===== config.mk =====
export PLATFORM = sky130hd
export DESIGN_NAME = lnbsc_top
export DESIGN_NICKNAME = d
export VERILOG_FILES = /design/src/lnbsc_pkg.sv /design/src/lnbsc_lim_if.sv /design/src/lnbsc_limiter.sv /design/src/lnbsc_sync.sv /design/src/lnbsc_top.sv
export SDC_FILE = /design/constraint.sdc
export NUM_CORES = 1
export LEC_CHECK = 0
export ABC_CLOCK_PERIOD_IN_PS = 2740
export BUFFER_PORTS_ARGS = -buffer_cell sky130_fd_sc_hd__buf_2
export CORE_MARGIN = 1
export CORE_UTILIZATION = 45
export DETAILED_ROUTE_END_ITERATION = 16
export GPL_ROUTABILITY_DRIVEN = 0
export SYNTH_ARGS = -nofsm -noshare
export SYNTH_HDL_FRONTEND = slang
export SYNTH_SLANG_ARGS = --single-unit

===== constraint.sdc =====
create_clock -name clk -period 2.74 [get_ports clk]
set_clock_uncertainty 0.1 [all_clocks]
set_input_delay 0 -clock clk [delete_from_list [all_inputs] [get_ports clk]]
set_output_delay 0 -clock clk [all_outputs]
set_load 0.005 [all_outputs]

===== src/lnbsc_pkg.sv =====
package lnbsc_pkg;

  // clock and protection timing
  localparam int unsigned CLK_HZ       = 10_000_000;
  localparam int unsigned T_OFF_MS     = 900;
  localparam int unsigned T_ON_MS      = 20;
  localparam int unsigned T_OFF_CYCLES = T_OFF_MS * (CLK_HZ / 1000);
  localparam int unsigned T_ON_CYCLES  = T_ON_MS * (CLK_HZ / 1000);
  localparam int unsigned LIM_CNT_W    = 24;

  // bus framing
  localparam logic [6:0] SLAVE_ADDR_BASE = 7'h08;
  localparam logic [3:0] BYTE_BITS       = 4'h8;

  // supply_control_status fields
  localparam int unsigned BIT_SEL   = 7;
  localparam int unsigned BIT_DCL   = 6;
  localparam int unsigned BIT_SPARE = 5;
  localparam int unsigned BIT_ENT   = 4;
  localparam int unsigned BIT_LLC   = 3;
  localparam int unsigned BIT_VOLTAGE_SELECT  = 2;
  localparam int unsigned BIT_EN    = 1;
  localparam int unsigned BIT_OLF   = 0;
  // thermal_status fields
  localparam int unsigned BIT_OTF   = 1;

  // reset values and writable masks
  localparam logic [7:0] REG_RESET     = 8'h00;
  localparam logic [7:0] CTRL_WR_MASK  = 8'h7E;
  localparam logic [7:0] THERM_WR_MASK = 8'h7D;

  // output target codes, {length_compensation, voltage_select}
  localparam logic [1:0] VOUT_13V = 2'h0;
  localparam logic [1:0] VOUT_18V = 2'h1;
  localparam logic [1:0] VOUT_14V = 2'h2;
  localparam logic [1:0] VOUT_19V = 2'h3;

  typedef enum logic [2:0] {
    ST_IDLE, ST_ADDR, ST_ADDR_ACK, ST_WRITE, ST_WRITE_ACK, ST_READ, ST_READ_ACK
  } lnbsc_bus_t;

endpackage


===== src/lnbsc_lim_if.sv =====
`timescale 1ns/100ps
interface lnbsc_lim_if;
  logic enable;
  logic static_mode;
  logic overload;
  logic hold;
  logic flag;
  logic output_off;

  modport core (
    output enable, static_mode, overload, hold,
    input  flag, output_off
  );
  modport limiter (
    input  enable, static_mode, overload, hold,
    output flag, output_off
  );
endinterface


===== src/lnbsc_limiter.sv =====
`timescale 1ns/100ps
module lnbsc_limiter
  import lnbsc_pkg::*;
#(
  parameter int unsigned T_OFF_CYC = T_OFF_CYCLES,
  parameter int unsigned T_ON_CYC  = T_ON_CYCLES
) (
  // clock and reset
  input  wire logic   clk,
  input  wire logic   resetn,
  // link to the core
  lnbsc_lim_if.limiter lim
);

  typedef enum logic [1:0] {LIM_OK, LIM_OFF, LIM_ON} lnbsc_lim_t;

  localparam logic [LIM_CNT_W-1:0] OFF_LAST = LIM_CNT_W'(T_OFF_CYC - 1);
  localparam logic [LIM_CNT_W-1:0] ON_LAST  = LIM_CNT_W'(T_ON_CYC - 1);

  lnbsc_lim_t           state_q, state_d;
  logic [LIM_CNT_W-1:0] cnt_q, cnt_d;
  logic                 flag_q, flag_d;
  logic                 seen_q, seen_d;
  wire                  active = lim.enable & ~lim.hold;
  wire                  dyn    = active & ~lim.static_mode;

  always_comb begin
    state_d = state_q;
    cnt_d   = cnt_q;
    flag_d  = flag_q;
    seen_d  = seen_q;
    if (!active) begin
      state_d = LIM_OK;
      cnt_d   = '0;
      flag_d  = 1'b0;
      seen_d  = 1'b0;
    end else if (lim.static_mode) begin
      state_d = LIM_OK;
      cnt_d   = '0;
      flag_d  = lim.overload;
      seen_d  = 1'b0;
    end else begin
      case (state_q)
        LIM_OK: if (lim.overload) begin
          state_d = LIM_OFF;
          cnt_d   = '0;
          flag_d  = 1'b1;
        end
        LIM_OFF: if (cnt_q == OFF_LAST) begin
          state_d = LIM_ON;
          cnt_d   = '0;
          seen_d  = 1'b0;
        end else begin
          cnt_d = cnt_q + 1'b1;
        end
        LIM_ON: begin
          seen_d = seen_q | lim.overload;
          if (cnt_q == ON_LAST) begin
            cnt_d = '0;
            if (seen_q | lim.overload) begin
              state_d = LIM_OFF;
            end else begin
              state_d = LIM_OK;
              flag_d  = 1'b0;
            end
          end else begin
            cnt_d = cnt_q + 1'b1;
          end
        end
        default: state_d = LIM_OK;
      endcase
    end
  end

  always_ff @(posedge clk or negedge resetn) begin
    if (!resetn) begin
      state_q <= LIM_OK;
      cnt_q   <= '0;
      flag_q  <= 1'b0;
      seen_q  <= 1'b0;
    end else begin
      state_q <= state_d;
      cnt_q   <= cnt_d;
      flag_q  <= flag_d;
      seen_q  <= seen_d;
    end
  end

  assign lim.flag       = flag_q;
  assign lim.output_off = (state_q == LIM_OFF);
endmodule


===== src/lnbsc_sync.sv =====
`timescale 1ns/100ps
module lnbsc_sync #(
  parameter int unsigned W = 1
) (
  // clock and reset
  input  wire logic         clk,
  input  wire logic         resetn,
  // raw inputs and synchronised copies
  input  wire logic [W-1:0] async_in,
  output logic      [W-1:0] sync_out
);

  logic [W-1:0] meta_q;

  always_ff @(posedge clk or negedge resetn) begin
    if (!resetn) begin
      meta_q   <= '0;
      sync_out <= '0;
    end else begin
      meta_q   <= async_in;
      sync_out <= meta_q;
    end
  end

endmodule


===== src/lnbsc_top.sv =====
`timescale 1ns/100ps
module lnbsc_top
  import lnbsc_pkg::*;
#(
  parameter int unsigned T_OFF_CYC = T_OFF_CYCLES,
  parameter int unsigned T_ON_CYC  = T_ON_CYCLES
) (
  // clock and reset
  input  wire logic       clk,
  input  wire logic       resetn,
  // two-wire bus, open drain
  input  wire logic       scl_i,
  input  wire logic       sda_i,
  output logic            sda_o,
  output logic            sda_oe,
  // strap and supervisor inputs
  input  wire logic       addr_sel,
  input  wire logic       power_good,
  input  wire logic       tone_modulation_input,
  input  wire logic       overload_detect,
  input  wire logic       overtemp_detect,
  // power stage control
  output logic            supply_enable,
  output logic            boost_enable,
  output logic            linreg_enable,
  output logic [1:0]      vout_code,
  output logic            tone_on,
  output logic            static_limit
);

  // synchronised pins
  logic [6:0] pins_s;
  wire        scl_s  = pins_s[6];
  wire        sda_s  = pins_s[5];
  wire        asel_s = pins_s[4];
  wire        pg_s   = pins_s[3];
  wire        tone_s = pins_s[2];
  wire        ovl_s  = pins_s[1];
  wire        ovt_s  = pins_s[0];

  lnbsc_sync #(
    .W (7)
  ) u_sync (
    .clk      (clk),
    .resetn   (resetn),
    .async_in ({scl_i, sda_i, addr_sel, power_good,
                tone_modulation_input, overload_detect, overtemp_detect}),
    .sync_out (pins_s)
  );

  // bus engine state
  lnbsc_bus_t state_q, state_d;
  logic [3:0] cnt_q, cnt_d;
  logic [7:0] shift_q, shift_d;
  logic [7:0] tx_q, tx_d;
  logic       oe_q, oe_d;
  logic       ack_q, ack_d;
  logic       rw_q, rw_d;
  logic       scl_q, sda_q;
  // register state
  logic       sel_q, sel_d;
  logic [7:0] ctrl_q, ctrl_d;
  logic [7:0] therm_q, therm_d;

  lnbsc_lim_if lim ();

  lnbsc_limiter #(
    .T_OFF_CYC (T_OFF_CYC),
    .T_ON_CYC  (T_ON_CYC)
  ) u_limiter (
    .clk    (clk),
    .resetn (resetn),
    .lim    (lim.limiter)
  );

  // line events
  wire scl_rise  = scl_s & ~scl_q;
  wire scl_fall  = ~scl_s & scl_q;
  wire start_det = scl_s & scl_q & sda_q & ~sda_s;
  wire stop_det  = scl_s & scl_q & ~sda_q & sda_s;
  wire byte_done = (cnt_q == BYTE_BITS);

  // address decode
  wire [6:0] own_addr = SLAVE_ADDR_BASE | {6'h00, asel_s};
  wire       addr_hit = (shift_q[7:1] == own_addr);

  // register views
  wire overtemperature_flag = ovt_s;
  wire overload_flag = lim.flag;
  wire [7:0] ctrl_rd  = (ctrl_q & CTRL_WR_MASK) | {7'h00, overload_flag};
  wire [7:0] therm_rd = (therm_q & THERM_WR_MASK) | 8'h80
                      | {6'h00, overtemperature_flag, 1'b0};
  wire [7:0] rd_byte  = sel_q ? therm_rd : ctrl_rd;

  always_comb begin
    state_d = state_q;
    cnt_d   = cnt_q;
    shift_d = shift_q;
    tx_d    = tx_q;
    oe_d    = oe_q;
    ack_d   = ack_q;
    rw_d    = rw_q;
    sel_d   = sel_q;
    ctrl_d  = ctrl_q;
    therm_d = therm_q;
    if (!pg_s) begin
      state_d = ST_IDLE;
      oe_d    = 1'b0;
      sel_d   = 1'b0;
      ctrl_d  = REG_RESET;
      therm_d = REG_RESET;
    end else if (start_det) begin
      state_d = ST_ADDR;
      cnt_d   = 4'h0;
      oe_d    = 1'b0;
    end else if (stop_det) begin
      state_d = ST_IDLE;
      oe_d    = 1'b0;
    end else if (scl_rise) begin
      cnt_d   = cnt_q + 4'h1;
      shift_d = {shift_q[6:0], sda_s};
      if (state_q == ST_READ_ACK) begin
        ack_d = ~sda_s;
      end
    end else if (scl_fall) begin
      case (state_q)
        ST_ADDR: if (byte_done) begin
          rw_d = shift_q[0];
          if (addr_hit) begin
            state_d = ST_ADDR_ACK;
            oe_d    = 1'b1;
          end else begin
            state_d = ST_IDLE;
          end
        end
        ST_ADDR_ACK: begin
          cnt_d = 4'h0;
          if (rw_q) begin
            state_d = ST_READ;
            oe_d    = ~rd_byte[7];
            tx_d    = {rd_byte[6:0], 1'b0};
          end else begin
            state_d = ST_WRITE;
            oe_d    = 1'b0;
          end
        end
        ST_WRITE: if (byte_done) begin
          state_d = ST_WRITE_ACK;
          oe_d    = 1'b1;
          sel_d   = shift_q[BIT_SEL];
          if (!shift_q[BIT_SEL]) begin
            ctrl_d = shift_q & CTRL_WR_MASK;
          end else begin
            therm_d = shift_q & THERM_WR_MASK;
          end
        end
        ST_WRITE_ACK: begin
          state_d = ST_WRITE;
          cnt_d   = 4'h0;
          oe_d    = 1'b0;
        end
        ST_READ: if (byte_done) begin
          state_d = ST_READ_ACK;
          oe_d    = 1'b0;
        end else begin
          oe_d = ~tx_q[7];
          tx_d = {tx_q[6:0], 1'b0};
        end
        ST_READ_ACK: begin
          cnt_d = 4'h0;
          if (ack_q) begin
            state_d = ST_READ;
            oe_d    = ~rd_byte[7];
            tx_d    = {rd_byte[6:0], 1'b0};
          end else begin
            state_d = ST_IDLE;
            oe_d    = 1'b0;
          end
        end
        ST_IDLE: state_d = ST_IDLE;
        default: state_d = ST_IDLE;
      endcase
    end
  end

  always_ff @(posedge clk or negedge resetn) begin
    if (!resetn) begin
      state_q <= ST_IDLE;
      cnt_q   <= 4'h0;
      shift_q <= 8'h00;
      tx_q    <= 8'h00;
      oe_q    <= 1'b0;
      ack_q   <= 1'b0;
      rw_q    <= 1'b0;
      scl_q   <= 1'b0;
      sda_q   <= 1'b0;
    end else begin
      state_q <= state_d;
      cnt_q   <= cnt_d;
      shift_q <= shift_d;
      tx_q    <= tx_d;
      oe_q    <= oe_d;
      ack_q   <= ack_d;
      rw_q    <= rw_d;
      scl_q   <= scl_s;
      sda_q   <= sda_s;
    end
  end

  always_ff @(posedge clk or negedge resetn) begin
    if (!resetn) begin
      sel_q   <= 1'b0;
      ctrl_q  <= REG_RESET;
      therm_q <= REG_RESET;
    end else begin
      sel_q   <= sel_d;
      ctrl_q  <= ctrl_d;
      therm_q <= therm_d;
    end
  end

  // limiter hookup
  assign lim.enable      = ctrl_q[BIT_EN];
  assign lim.static_mode = ctrl_q[BIT_DCL];
  assign lim.overload    = ovl_s;
  assign lim.hold        = ~pg_s;

  // power stage drive; whole byte lands at once
  wire power_run = ctrl_q[BIT_EN] & ~overtemperature_flag & ~lim.output_off;

  assign sda_o         = 1'b0;
  assign sda_oe        = oe_q;
  assign supply_enable = ctrl_q[BIT_EN];
  assign boost_enable  = power_run;
  assign linreg_enable = power_run;
  assign vout_code     = {ctrl_q[BIT_LLC], ctrl_q[BIT_VOLTAGE_SELECT]};
  assign tone_on       = ctrl_q[BIT_EN]
                       & (ctrl_q[BIT_ENT] | tone_s);
  assign static_limit  = ctrl_q[BIT_DCL];
endmodule


== Word level (Yosys, flattened, before mapping) ==
Cells that the tools add are included.
Storage, ports and cells
  register bits after elaboration: 85
  output and inout bits: 9
Cells by class
  add/subtract/negate cells: 2
  equal/unequal tests: 38
  mux-type cells: 80
  bitwise logic cells: 26
  reduce and logical (&&, ||, !) cells: 19
Operator list (count)
  $mux 24: 5
  $mux 7: 16
  $pmux 24 s3: 1
  $mux 8: 4
  $ne 4x4->1 const B: 8
  $mux 3: 10
  $mux 1: 27
  $ne 5x5->1 const B: 5
  $add 24x1->24 const B: 1
  $eq 24x18->1 const B: 1
  $eq 24x24->1 const B: 1
  $ne 2x2->1 const B: 12
  $pmux 8 s3: 1
  $reduce_and 7->1: 3
  $mux 4: 5
  $pmux 3 s6: 1
  $mux 2: 6
  $reduce_and 4->1: 3
  $reduce_and 6->1: 2
  $and 1x1->1: 11
  $not 1->1: 11
  $reduce_and 5->1: 2
  $eq 3x3->1 const B: 3
  $ne 9x9->1 const B: 1
  19 further kinds: 25

== Logic depth before layout (Yosys ltp) ==
Gate-level depths: netlist of the first run.
  depth after elaboration: 10
  gate-level depth with buffers: 10
  gate-level depth less buffers: 8

== By module ==
From an unflattened synthesis of the first run, not the netlist that was laid out.
Unflattened totals
  cells, all modules: 405
  area, all modules: 4174.0 µm²
Modules (own cells, without submodules)
  lnbsc_top: times used 1, cells an instance 218, area each 2202.1 µm², sequential area each 1001.0 µm²
  lnbsc_limiter: times used 1, cells an instance 173, area each 1621.6 µm², sequential area each 700.7 µm²
  lnbsc_sync: times used 1, cells an instance 14, area each 350.3 µm², sequential area each 350.3 µm²

== Worst setup path after synthesis of the first run ==
No wires, ideal clock.
  path kind: register -> register
  start point: reg u_limiter.cnt_q[0]
  end point: reg u_limiter.cnt_q[2]
  arrival time: 1.823 ns
  path slack: 0.659 ns
  stages on the path, launching flop included: 10
  buffers on the path: 2
  cell sequence: dfrtp_1 -> ha_1 -> and3_2 -> nand4_2 -> o21ba_1 -> or2_1 -> buf_6 -> buf_6 -> a21oi_1 -> a31oi_1
Between the ends
  word-level cells in the longest chain between the ends: 5
  elaborated cells on any way between the ends: 8
  those cells by class: add/sub (1); eq/ne (2); mux (5)
Ends and longest elaborated chain
  start, declared: RTL line lnbsc_limiter.sv:21  | logic [LIM_CNT_W-1:0] cnt_q, cnt_d;
  start signal, assigned: RTL line lnbsc_limiter.sv:83  | cnt_q <= cnt_d;
  $add 24x1->24 (tied with other cells): RTL line lnbsc_limiter.sv:54, lnbsc_limiter.sv:67
  $mux 24 (on tied branches): RTL line lnbsc_limiter.sv:58, lnbsc_limiter.sv:49
  $pmux 24 s3 (*): RTL line lnbsc_limiter.sv:43  | case (state_q)
  $mux 24 (*): RTL line lnbsc_limiter.sv:37  | end else if (lim.static_mode) begin
  $mux 24 (*): RTL line lnbsc_limiter.sv:32  | if (!active) begin
Every way passes the cells marked *; elsewhere a longest branch is shown, timed or not.
A chain may end at the register's enable or synchronous reset.

== Worst setup path after layout of the first run ==
  start point: reg u_limiter.cnt_q[0]
  end point: reg u_limiter.cnt_q[20]
The elaborated chain is that of the path after synthesis.

==> summary.log, run 1 <==
qor: run_status.status complete, no violations
qor: route.avgViaCountPerCell 5.455
qor: place.port_buffers 16
qor: sta.fin_crit 2.532 ns
qor: final_layout.antenna_cells_inserted 0
qor: synth.synth_cell_types 64
qor: route.drt_wl_total 8.737 mm
qor: min_path.hold_path_startpoint sda_i
qor: route.detail-route-antenna-nets 0
qor: clock_tree.cts.sinks 82
qor: global_routing.globalRouteTotalUtil 19.04%
qor: critical_path.worst_path_max_delay_cell sky130_fd_sc_hd__or2_1
qor: synth.synth_top_flop_cell sky130_fd_sc_hd__dfrtp_1
qor: critical_path.worst_setup_path_end_kind flop
qor: sta.final.period_utilization 92.41%
qor: synth.post_synth_arst_share 100.0%
qor: clock_tree.path_clk_slew 0.09 ns
qor: floorplanning.floorplan.die_area 10,010 um2
qor: min_path.min-delay-path-class primary input to flop
qor: synth.synthDominantCellAreaShare 47.44%
qor: clock_tree.clock_tree.htree_level_count 3
qor: sta.grt_setup_unrepaired false
qor: floorplanning.std_cell_rows 35
qor: floorplanning.floorplan.initialDensity 46.59%
qor: synth.synth_enable_flop_cells 0
qor: clock_tree.cts.root.buffer_cell sky130_fd_sc_hd__clkbuf_8
qor: global_routing.grt_antenna_before_repair 0
qor: synth.post_synth_most_frequent_cells sky130_fd_sc_hd__dfrtp_1 (82), sky130_fd_sc_hd__nand2_1 (48), sky130_fd_sc_hd__o21ai_0 (40)
qor: critical_path.req_time_crit_path 2.91 ns
qor: critical_path.worstSetupPathType flop to flop
qor: sta.relSlewSlack 31.61%
qor: global_routing.vias_in_the_first_global_route 2,974
qor: critical_path.worstPathCellList ha_1 -> and3_2 -> nand4_2 -> o21ba_1 -> or2_1 -> o21ai_0 -> a31oi_1
qor: global_routing.grt_first_pass_wirelength 14.86 mm
qor: synth.leading_post_synthesis_cells_by_cell_area sky130_fd_sc_hd__dfrtp_1 (47%), sky130_fd_sc_hd__o21ai_0 (4.6%), sky130_fd_sc_hd__mux2i_1 (4.4%), sky130_fd_sc_hd__nand2_1 (4.2%), sky130_fd_sc_hd__ha_1 (3.5%)
qor: critical_path.cp_num_buf_inv 0
qor: global_routing.pin_count_of_the_biggest_net_entering_global_routing 83
qor: synth.postSynthAreaPerCell 9.853 um2
qor: synth.synthCells 439
qor: synth.synth.largest_area_cell sky130_fd_sc_hd__dfrtp_1
qor: sta.timing_hold_violations_final 0
qor: floorplanning.placeable_core_region 9284 um2
qor: route.dr.first_iter.drc_count 146
qor: sta.maxSlewViolCount 0
qor: route.drcViolationCount 0
qor: min_path.hold-path-endpoint u_sync.meta_q[5]
qor: global_routing.globalRoute.totalOverflow 0
qor: floorplanning.pin_count 18
qor: synth.ys_seq_elements 82
qor: clock_tree.tritoncts done
qor: final_layout.layout-drive-gt1-share 14.41%
qor: place.post-dp-hpwl 5.972 mm
qor: power_and_ir_drop.vdd_drop_max 0.0003455 V
qor: critical_path.highest_cell_delay_on_the_worst_timing_path 0.65 ns
qor: critical_path.critical_path.reg2reg.endpoint u_limiter.cnt_q[20]
qor: synth.seq_area_frac_synth 47.44%
qor: critical_path.cp_top_family simple AND/OR/NAND/NOR gates
qor: synth.synthesis.yosys.warnings 0
qor: critical_path.rr_startpoint u_limiter.cnt_q[0]
qor: route.drt-pass1-iter-count 4
qor: critical_path.regToRegSetupSlack 0.21 ns
qor: sta.tightest_slew 1.026 ns
qor: clock_tree.clock_insertion_delay_worst_skew 0.35 ns
qor: sta.timing.setup.tns 0 ns
qor: critical_path.worstSetupStartpointType flop
qor: route.detail_route.wl_per_cell 14.71 um
qor: floorplanning.die_y 100.0 um
qor: clock_tree.cts-buffers-inserted 9
qor: route.detailroute.via_count 3,240
qor: clock_tree.clockBufferDepth 2
qor: sta.setup_violations 0
qor: synth.synthesis.nets 460
qor: power_and_ir_drop.power.density 514.2 nW/um2
qor: power_and_ir_drop.power.leakage 2.110 nW
qor: sta.maxClockFrequency 395.0 MHz
qor: flow_run.maxCapViolations 0
qor: critical_path.timing.reg2reg.worst_path_depth 7
qor: final_layout.area_delta_synth_final 10.47%
qor: final_layout.num-nets-final 481
qor: floorplanning.floorplan.die.width 100.0 um
qor: power_and_ir_drop.power.total 2.457 mW
qor: synth.yosys.cell_count.top_type sky130_fd_sc_hd__dfrtp_1
qor: synth.netlist_area 4325 um2
qor: critical_path.crit_arrival 2.70 ns
qor: min_path.worstHoldPathCells 2
qor: critical_path.critical_path.max_fanout 25
qor: critical_path.worst_setup_path_startpoint u_limiter.cnt_q[0]
==> layout make-up <==
type	count	area, um2
inverters	19	71.32
repair buffers	32	222.7
fillers	869	4506
clock buffers	9	123.9
flip-flops and latches	82	2052
multi-input cells	316	2072
well taps	129	161.4
clock inverters	7	75.07
==> placed cells by master, fill, tap and decap left out, drive strengths merged, types with 7 or more instances in the layout <==
master,netlist,final
a21oi,19,19
nor2,21,21
ha,12,12
dfrtp,82,82
o21ai,45,45
and3,7,7
mux2,10,10
nor2b,16,16
clkbuf,10,9
nand4,9,9
nand2,49,49
nand3,13,13
nand2b,7,7
a31oi,10,10
mux2i,19,19
dlygate4sd3,0,8
inv,19,22
buf,12,24
==> how the worst max path moves through the flow <==
stage	endpoint	slack, ns	cells past startpoint
floorplan	u_limiter.cnt_q[2]	0.66	9
detailed placement	u_limiter.cnt_q[20]	0.26	7
global route	u_limiter.cnt_q[10]	0.005	8
CTS	u_limiter.cnt_q[20]	0.23	7
global placement	u_limiter.cnt_q[20]	0.31	7
finish	u_limiter.cnt_q[20]	0.21	7
==> repair_timing <==
action	4_1_cts	5_1_grt
hold buffers	8	0
resized for setup	0	1
endpoints found under the hold margin	89	0
setup endpoints to repair	0	1
buffers inserted	0	0
==> sequential cells by signal (all words and copies together), names as in the netlist <==
name / count
ctrl_q: 6
sda_q: 1
u_limiter.lim.flag: 1
u_limiter.state_q: 2
cnt_q: 4
tx_q: 7
shift_q: 8
u_sync.sync_out: 7
rw_q: 1
sda_oe: 1
u_limiter.cnt_q: 24
scl_q: 1
state_q: 3
therm_q: 6
sel_q: 1
ack_q: 1
u_sync.meta_q: 7
u_limiter.seen_q: 1
==> power breakdown <==
| part | internal [mW] | total [mW] | switching (mW) |
|---|---|---|---|
| Clock | 0.430 | 0.897 | 0.468 |
| Combinational | 0.102 | 0.188 | 0.0864 |
| Sequential | 1.28 | 1.37 | 0.0894 |
==> per-stage QoR <==
step | cell area [um2] | setup WS [ns] | std cells | util, % | hold WS (ns)
2_1_floorplan | 4325 | 0.6592 | 439 | - | -0.3956
6_report | 4778 | 0.2081 | 594 | 51.47 | 0.1821
4_1_cts | 4778 | 0.2335 | 594 | 51.47 | 0.1677
5_1_grt | 4778 | 0.004728 | 594 | 51.47 | 0.1748
3_3_place_gp | 4499 | 0.3114 | 570 | 48.46 | 0.008502
3_5_place_dp | 4499 | 0.2560 | 570 | 48.46 | 0.009663
==> cells by family (layout without fill, tap and decap cells) <==
group	count (synthesis)	count (layout)	synth area share (%)
and+or+nand+nor	162	162	21.00
AOI/OAI and AO/OA	103	103	14.52
DFF	82	82	47.44
buffers and inverters	41	67	4.657
muxes	29	29	7.000
adders and majority gates	12	12	3.471
xor gates and xnor gates	9	9	1.822
other	1	1	0.08670
==> metal layers <==
metal | share of wire (%) | vias up | global-route usage (%) | wire (um)
li1 | - | 1602 | - | -
met1 | 54 | 1555 | 29.57 | 4719
met2 | 41 | 72 | 26.79 | 3601
met3 | 3.4 | 11 | 2.437 | 301
met4 | 1.3 | 0 | 7.581 | 115
met5 | 0 | - | 0 | 0
Note: power is estimated with default switching activity, not from simulation.
==> run 2: changes to the inputs <==
Settings changed: CORE_MARGIN 1 to unset, CORE_UTILIZATION 45 to 55, PLACE_DENSITY set to 0.72.
==> summary.log, run 2 (synthesis gave the netlist of run 1 again) <==
qor: route.detailroute.via_count 3,268
qor: final_layout.layout-drive-gt1-share 14.44%
qor: global_routing.globalRoute.totalOverflow 0
qor: sta.timing_hold_violations_final 0
qor: sta.final.period_utilization 91.24%
qor: clock_tree.post_cts.repair.setup_buffers 0
qor: power_and_ir_drop.netSwitchingPower 691.5 uW
qor: power_and_ir_drop.power.total 2.434 mW
qor: sta.fin_worst_hold_slack 0.1794 ns
qor: critical_path.req_time_crit_path 2.87 ns
qor: critical_path.critical_path.max_fanout 5
qor: sta.fin_crit 2.500 ns
qor: floorplanning.floorplan.die.width 90.68 um
qor: final_layout.multi_input_area 2072 um2
qor: power_and_ir_drop.power.leakage 2.102 nW
qor: final_layout.area_delta_synth_final 9.228%
qor: sta.relSlewSlack 10.74%
qor: power_and_ir_drop.vdd_drop_max 0.0003807 V
qor: sta.tightest_slew 1.325 ns
qor: clock_tree.clock_tree.htree_level_count 3
qor: clock_tree.path_clk_slew 0.10 ns
qor: sta.setup_violations 0
qor: sta.maxClockFrequency 400.0 MHz
qor: final_layout.largest-register u_limiter.cnt_q
qor: run_status.status complete, no violations
qor: final_layout.largest_register_ff_count 24
qor: floorplanning.placeable_core_region 7408 um2
qor: power_and_ir_drop.power.share.switching 28.41%
qor: route.drcViolationCount 0
qor: sta.grt_setup_unrepaired false
qor: clock_tree.cts.root.buffer_cell sky130_fd_sc_hd__clkbuf_8
qor: global_routing.grt_first_pass_wirelength 14.67 mm
qor: sta.maxSlewViolCount 0
qor: min_path.min-delay-path-class primary input to flop
qor: power_and_ir_drop.power.clock.fraction 35.6%
qor: power_and_ir_drop.sequentialPowerShare 56.4%
qor: final_layout.mostFrequentLayoutCell sky130_fd_sc_hd__dfrtp_1
qor: route.drt-pass1-iter-count 5
qor: flow_run.maxCapViolations 0
qor: final_layout.filler_cell_count 608
qor: route.drt_wl_total 8.597 mm
qor: final_layout.num-nets-final 480
qor: clock_tree.cts-buffers-inserted 9
qor: critical_path.crit_arrival 2.63 ns
qor: place.dpl_worst_slack 0.2447 ns
qor: final_layout.final_util 63.77%
qor: floorplanning.die_y 90.68 um
qor: critical_path.worstSetupStartpointType flop
qor: critical_path.worstSetupPathType flop to flop
qor: place.post-dp-hpwl 5.679 mm
qor: final_layout.regArea 2052 um2
qor: global_routing.grt_antenna_before_repair 0
qor: route.dr.first_iter.drc_count 199
qor: global_routing.pin_count_of_the_biggest_net_entering_global_routing 83
qor: power_and_ir_drop.internal_power 1.743 mW
qor: route.detail-route-antenna-nets 0
qor: floorplanning.floorplan.die_area 8223 um2
qor: sta.timing.setup.tns 0 ns
qor: critical_path.worst_setup_path_end_kind flop
qor: floorplanning.std_cell_rows 31
qor: route.avgViaCountPerCell 5.805
qor: global_routing.globalRouteTotalUtil 22.33%
qor: global_routing.vias_in_the_first_global_route 3,001
qor: route.detail_route.wl_per_cell 15.27 um
qor: sta.setup_slack 0.2400 ns
qor: floorplanning.pin_count 18
qor: final_layout.reg.largest.list u_limiter.cnt_q: 24 flops, shift_q: 8 flops
qor: floorplanning.floorplan.initialDensity 58.39%
qor: clock_tree.cts.sinks 82
qor: power_and_ir_drop.power.density 515.2 nW/um2
qor: clock_tree.clockBufferDepth 2
qor: clock_tree.clock_insertion_delay_worst_skew 0.35 ns
qor: power_and_ir_drop.power_frac_comb 8.0%
qor: final_layout.final_cell_mix sky130_fd_sc_hd__dfrtp_1 (82), sky130_fd_sc_hd__nand2_1 (48), sky130_fd_sc_hd__o21ai_0 (40), sky130_fd_sc_hd__nor2_1 (20)
qor: place.port_buffers 16
qor: final_layout.antenna_cells_inserted 0
qor: clock_tree.tritoncts done
## run 2: worst paths after layout
| kind | start | to | slack, ns | depth (start not counted) |
|---|---|---|---|---|
| setup / recovery | cnt_q[0] | state_q[1] | 0.24 | 8 |
| hold / removal | overload_detect | u_sync.meta_q[1] | 0.18 | 2 |
| min in group asynchronous | resetn | cnt_q[2] | 0.27 | 2 |
| setup reg to reg | cnt_q[0] | state_q[1] | 0.24 | 8 |
| max in group asynchronous | resetn | u_limiter.cnt_q[8] | 1.63 | 2 |
| hold reg to reg | u_sync.meta_q[4] | u_sync.sync_out[4] | 0.26 | 0 |
## run 2: worst max-delay path: stages (launching register included)
cell and delay (ns):
sky130_fd_sc_hd__dfrtp_1 0.41, sky130_fd_sc_hd__inv_1 0.10, sky130_fd_sc_hd__ha_1 0.15, sky130_fd_sc_hd__and3b_2 0.24, sky130_fd_sc_hd__nor3b_1 0.06, sky130_fd_sc_hd__o311ai_0 0.70
sky130_fd_sc_hd__o31ai_1 0.30, sky130_fd_sc_hd__o21ai_0 0.22, sky130_fd_sc_hd__o41ai_1 0.09
## run 2: layout make-up
cell class / count / share of cell area [%]
Multi-Input combinational cell: 316 / 43.86
Sequential cell: 82 / 43.43
Timing Repair Buffer: 31 / 4.555
Clock buffer: 9 / 2.622
Tap cell: 99 / 2.622
Inverter: 19 / 1.510
Clock inverter: 7 / 1.404
## run 2: layer usage
layer / routed length (um) / GRT usage (%)
met1: 4388 / 33.31
met2: 3792 / 33.02
met3: 298 / 3.451
met4: 117 / 7.796
met5: 0 / 0
## run 2: stage by stage
step,instances,area (um2)
after floorplan,439,4325
after global placement,539,4454
after detailed placement,539,4454
after CTS,563,4725
after global routing,563,4725
final,563,4725
## run 2: power groups by stage
stage,sequential (mW),combinational (mW),clock (mW)
2_1_floorplan,1.36,0.134,0
3_3_place_gp,1.39,0.178,0
3_5_place_dp,1.40,0.186,0
4_1_cts,1.37,0.198,0.893
5_1_grt,1.39,0.221,0.935
6_report,1.37,0.195,0.866
## run 2: what timing repair did
| action | in CTS | in global routing |
|---|---|---|
| endpoints found under the setup margin | 0 | 2 |
| hold endpoints to repair | 89 | 0 |
| resized for setup | 0 | 1 |
| hold buffers | 8 | 0 |
==> run 3: changes to the inputs <==
Settings changed: ABC_AREA set to 1.
==> summary.log, run 3 <==
qor: run_status.status complete, no violations
qor: global_routing.globalRouteTotalUtil 23.57%
qor: route.drt-pass1-iter-count 5
qor: synth.leading_post_synthesis_cells_by_cell_area sky130_fd_sc_hd__dfrtp_1 (44%), sky130_fd_sc_hd__nand2_1 (12%), sky130_fd_sc_hd__nor2_1 (7.7%), sky130_fd_sc_hd__inv_1 (5.4%), sky130_fd_sc_hd__o21ai_0 (5.1%)
qor: final_layout.mostFrequentLayoutCell sky130_fd_sc_hd__nand2_1
qor: flow_run.maxCapViolations 0
qor: floorplanning.floorplan.die.width 94.49 um
qor: route.detail_route.wl_per_cell 13.01 um
qor: critical_path.req_time_crit_path 2.93 ns
qor: route.detail-route-antenna-nets 0
qor: sta.timing_hold_violations_final 0
qor: final_layout.multi_input_area 2268 um2
qor: sta.grt_setup_unrepaired false
qor: final_layout.final_cell_mix sky130_fd_sc_hd__nand2_1 (152), sky130_fd_sc_hd__nor2_1 (97), sky130_fd_sc_hd__dfrtp_1 (82), sky130_fd_sc_hd__inv_1 (68), sky130_fd_sc_hd__o21ai_0 (48)
qor: global_routing.globalRoute.totalOverflow 0
qor: synth.synth_enable_flop_cells 0
qor: sta.timing.setup.tns 0 ns
qor: synth.synthesis.nets 634
qor: sta.fin_crit 2.102 ns
qor: clock_tree.clock_tree.htree_level_count 3
qor: min_path.min-delay-path-class primary input to flop
qor: synth.synthDominantCellAreaShare 43.62%
qor: floorplanning.floorplan.initialDensity 56.97%
qor: final_layout.antenna_cells_inserted 0
qor: sta.relSlewSlack 32.00%
qor: sta.setup_violations 0
qor: critical_path.critical_path.max_fanout 22
qor: synth.ys_seq_elements 82
qor: final_layout.reg.largest.list u_limiter.cnt_q: 24 flops, shift_q: 8 flops
qor: sta.final.period_utilization 76.73%
qor: synth.synth.largest_area_cell sky130_fd_sc_hd__dfrtp_1
qor: synth.netlist_area 4705 um2
qor: sta.tightest_slew 1.020 ns
qor: final_layout.num-nets-final 657
qor: route.drcViolationCount 0
qor: clock_tree.cts.root.buffer_cell sky130_fd_sc_hd__clkbuf_8
qor: clock_tree.tritoncts done
qor: power_and_ir_drop.vdd_drop_max 0.0003011 V
qor: floorplanning.std_cell_rows 33
qor: synth.post_synth_arst_share 100.0%
qor: synth.synthCells 613
qor: synth.synth_top_flop_cell sky130_fd_sc_hd__dfrtp_1
qor: synth.seq_area_frac_synth 43.62%
qor: critical_path.worstSetupPathType flop to flop
qor: synth.synthesis.yosys.warnings 0
qor: route.dr.first_iter.drc_count 174
qor: place.post-dp-hpwl 7.156 mm
qor: clock_tree.clock_insertion_delay_worst_skew 0.37 ns
qor: clock_tree.path_clk_slew 0.09 ns
qor: global_routing.grt_antenna_before_repair 0
qor: synth.postSynthAreaPerCell 7.675 um2
qor: power_and_ir_drop.power.leakage 2.367 nW
qor: critical_path.worst_setup_path_end_kind flop
qor: route.avgViaCountPerCell 5.206
qor: floorplanning.pin_count 18
qor: route.detailroute.via_count 3,884
qor: route.drt_wl_total 9.706 mm
qor: place.port_buffers 16
qor: final_layout.fin_cells 746
qor: synth.synth_cell_types 38
qor: final_layout.layout-drive-gt1-share 10.14%
qor: power_and_ir_drop.power.density 538.5 nW/um2
qor: floorplanning.placeable_core_region 8258 um2
qor: global_routing.vias_in_the_first_global_route 3,549
qor: sta.maxSlewViolCount 0
qor: floorplanning.floorplan.die_area 8927 um2
qor: clock_tree.clockBufferDepth 2
qor: critical_path.worstSetupStartpointType flop
qor: synth.yosys.cell_count.top_type sky130_fd_sc_hd__nand2_1
qor: clock_tree.cts.sinks 82
qor: sta.maxClockFrequency 475.6 MHz
qor: clock_tree.cts-buffers-inserted 9
qor: final_layout.final_util 62.41%
qor: floorplanning.die_y 94.49 um
qor: critical_path.crit_arrival 2.29 ns
qor: synth.post_synth_most_frequent_cells sky130_fd_sc_hd__nand2_1 (152), sky130_fd_sc_hd__nor2_1 (97), sky130_fd_sc_hd__dfrtp_1 (82)
qor: final_layout.largest-register u_limiter.cnt_q
qor: global_routing.grt_first_pass_wirelength 16.13 mm
qor: final_layout.filler_cell_count 729
qor: final_layout.largest_register_ff_count 24
qor: final_layout.regArea 2052 um2
qor: place.placedCellCount 722
qor: clock_tree.post_cts_resized 0
qor: global_routing.pin_count_of_the_biggest_net_entering_global_routing 83
qor: final_layout.area_delta_synth_final 9.548%
## run 3: area by class of cell
| cell class | instances | area share, % |
|---|---|---|
| Sequential cell | 82 | 39.82 |
| Multi-Input combinational cell | 444 | 44.02 |
| Clock inverter | 7 | 2.525 |
| Timing Repair Buffer | 25 | 3.302 |
| Tap cell | 105 | 2.549 |
| Inverter | 74 | 5.390 |
| Clock buffer | 9 | 2.404 |
## run 3: where the power goes
| part | internal (mW) | switching [mW] | total, mW |
|---|---|---|---|
| logic | 0.103 | 0.195 | 0.298 |
| registers | 1.28 | 0.0685 | 1.35 |
| clock network | 0.625 | 0.500 | 1.12 |
## run 3: through the flow
stage	setup WS [ns]	instance area (um2)	total power [mW]	hold WS, ns
after floorplan	0.9883	4705	1.570	-0.3956
after global placement	0.7662	4820	1.652	0.007489
after detailed placement	0.6665	4820	1.669	0.009403
after CTS	0.6257	5154	2.811	0.1576
after global routing	0.4197	5154	2.902	0.1677
final	0.6375	5154	2.775	0.1773
## run 3: cell families after synthesis
logic type      after synthesis  share of synthesized area, %
simple gates                325                         30.24
compound gates               92                         12.05
mux                           2                        0.4255
other cells                   1                       0.07971
fa+ha+maj                    12                         3.191
xor+xnor                     12                         2.234
flops                        82                         43.62
buf+inv                      87                         8.165
## run 3: metal layers
metal | vias up | track usage, % | share of wire [%]
met5 | - | 0 | 0
met4 | 0 | 10.35 | 2.0
met3 | 16 | 3.462 | 3.0
met2 | 77 | 40.10 | 48
met1 | 1784 | 29.78 | 46
li1 | 2007 | - | -
## run 3: worst paths after layout
| path | start | endpoint | slack (ns) | cells after the start |
|---|---|---|---|---|
| max | u_limiter.state_q[1] | u_limiter.cnt_q[21] | 0.64 | 10 |
| min | power_good | u_sync.meta_q[3] | 0.18 | 2 |
| max reg2reg | u_limiter.state_q[1] | u_limiter.cnt_q[21] | 0.64 | 10 |
| min reg2reg | u_sync.meta_q[4] | u_sync.sync_out[4] | 0.24 | 0 |
| max in group asynchronous | resetn | u_limiter.cnt_q[19] | 1.63 | 2 |
| min in group asynchronous | resetn | cnt_q[2] | 0.22 | 2 |
## run 3: critical path: stages, from the launching register on
cell,delay (ns)
sky130_fd_sc_hd__dfrtp_1,0.42
sky130_fd_sc_hd__inv_1,0.11
sky130_fd_sc_hd__ha_1,0.29
sky130_fd_sc_hd__nor2_1,0.09
sky130_fd_sc_hd__nand4_1,0.14
sky130_fd_sc_hd__nand2_4,0.11
sky130_fd_sc_hd__inv_2,0.31
sky130_fd_sc_hd__nand2_1,0.11
sky130_fd_sc_hd__inv_2,0.12
sky130_fd_sc_hd__nand2_4,0.07
sky130_fd_sc_hd__o21bai_1,0.14
## run 3: timing repair
item / in CTS / in global routing
buffers inserted: 0 / 0
hold endpoints to repair: 89 / 0
hold buffers: 8 / 0
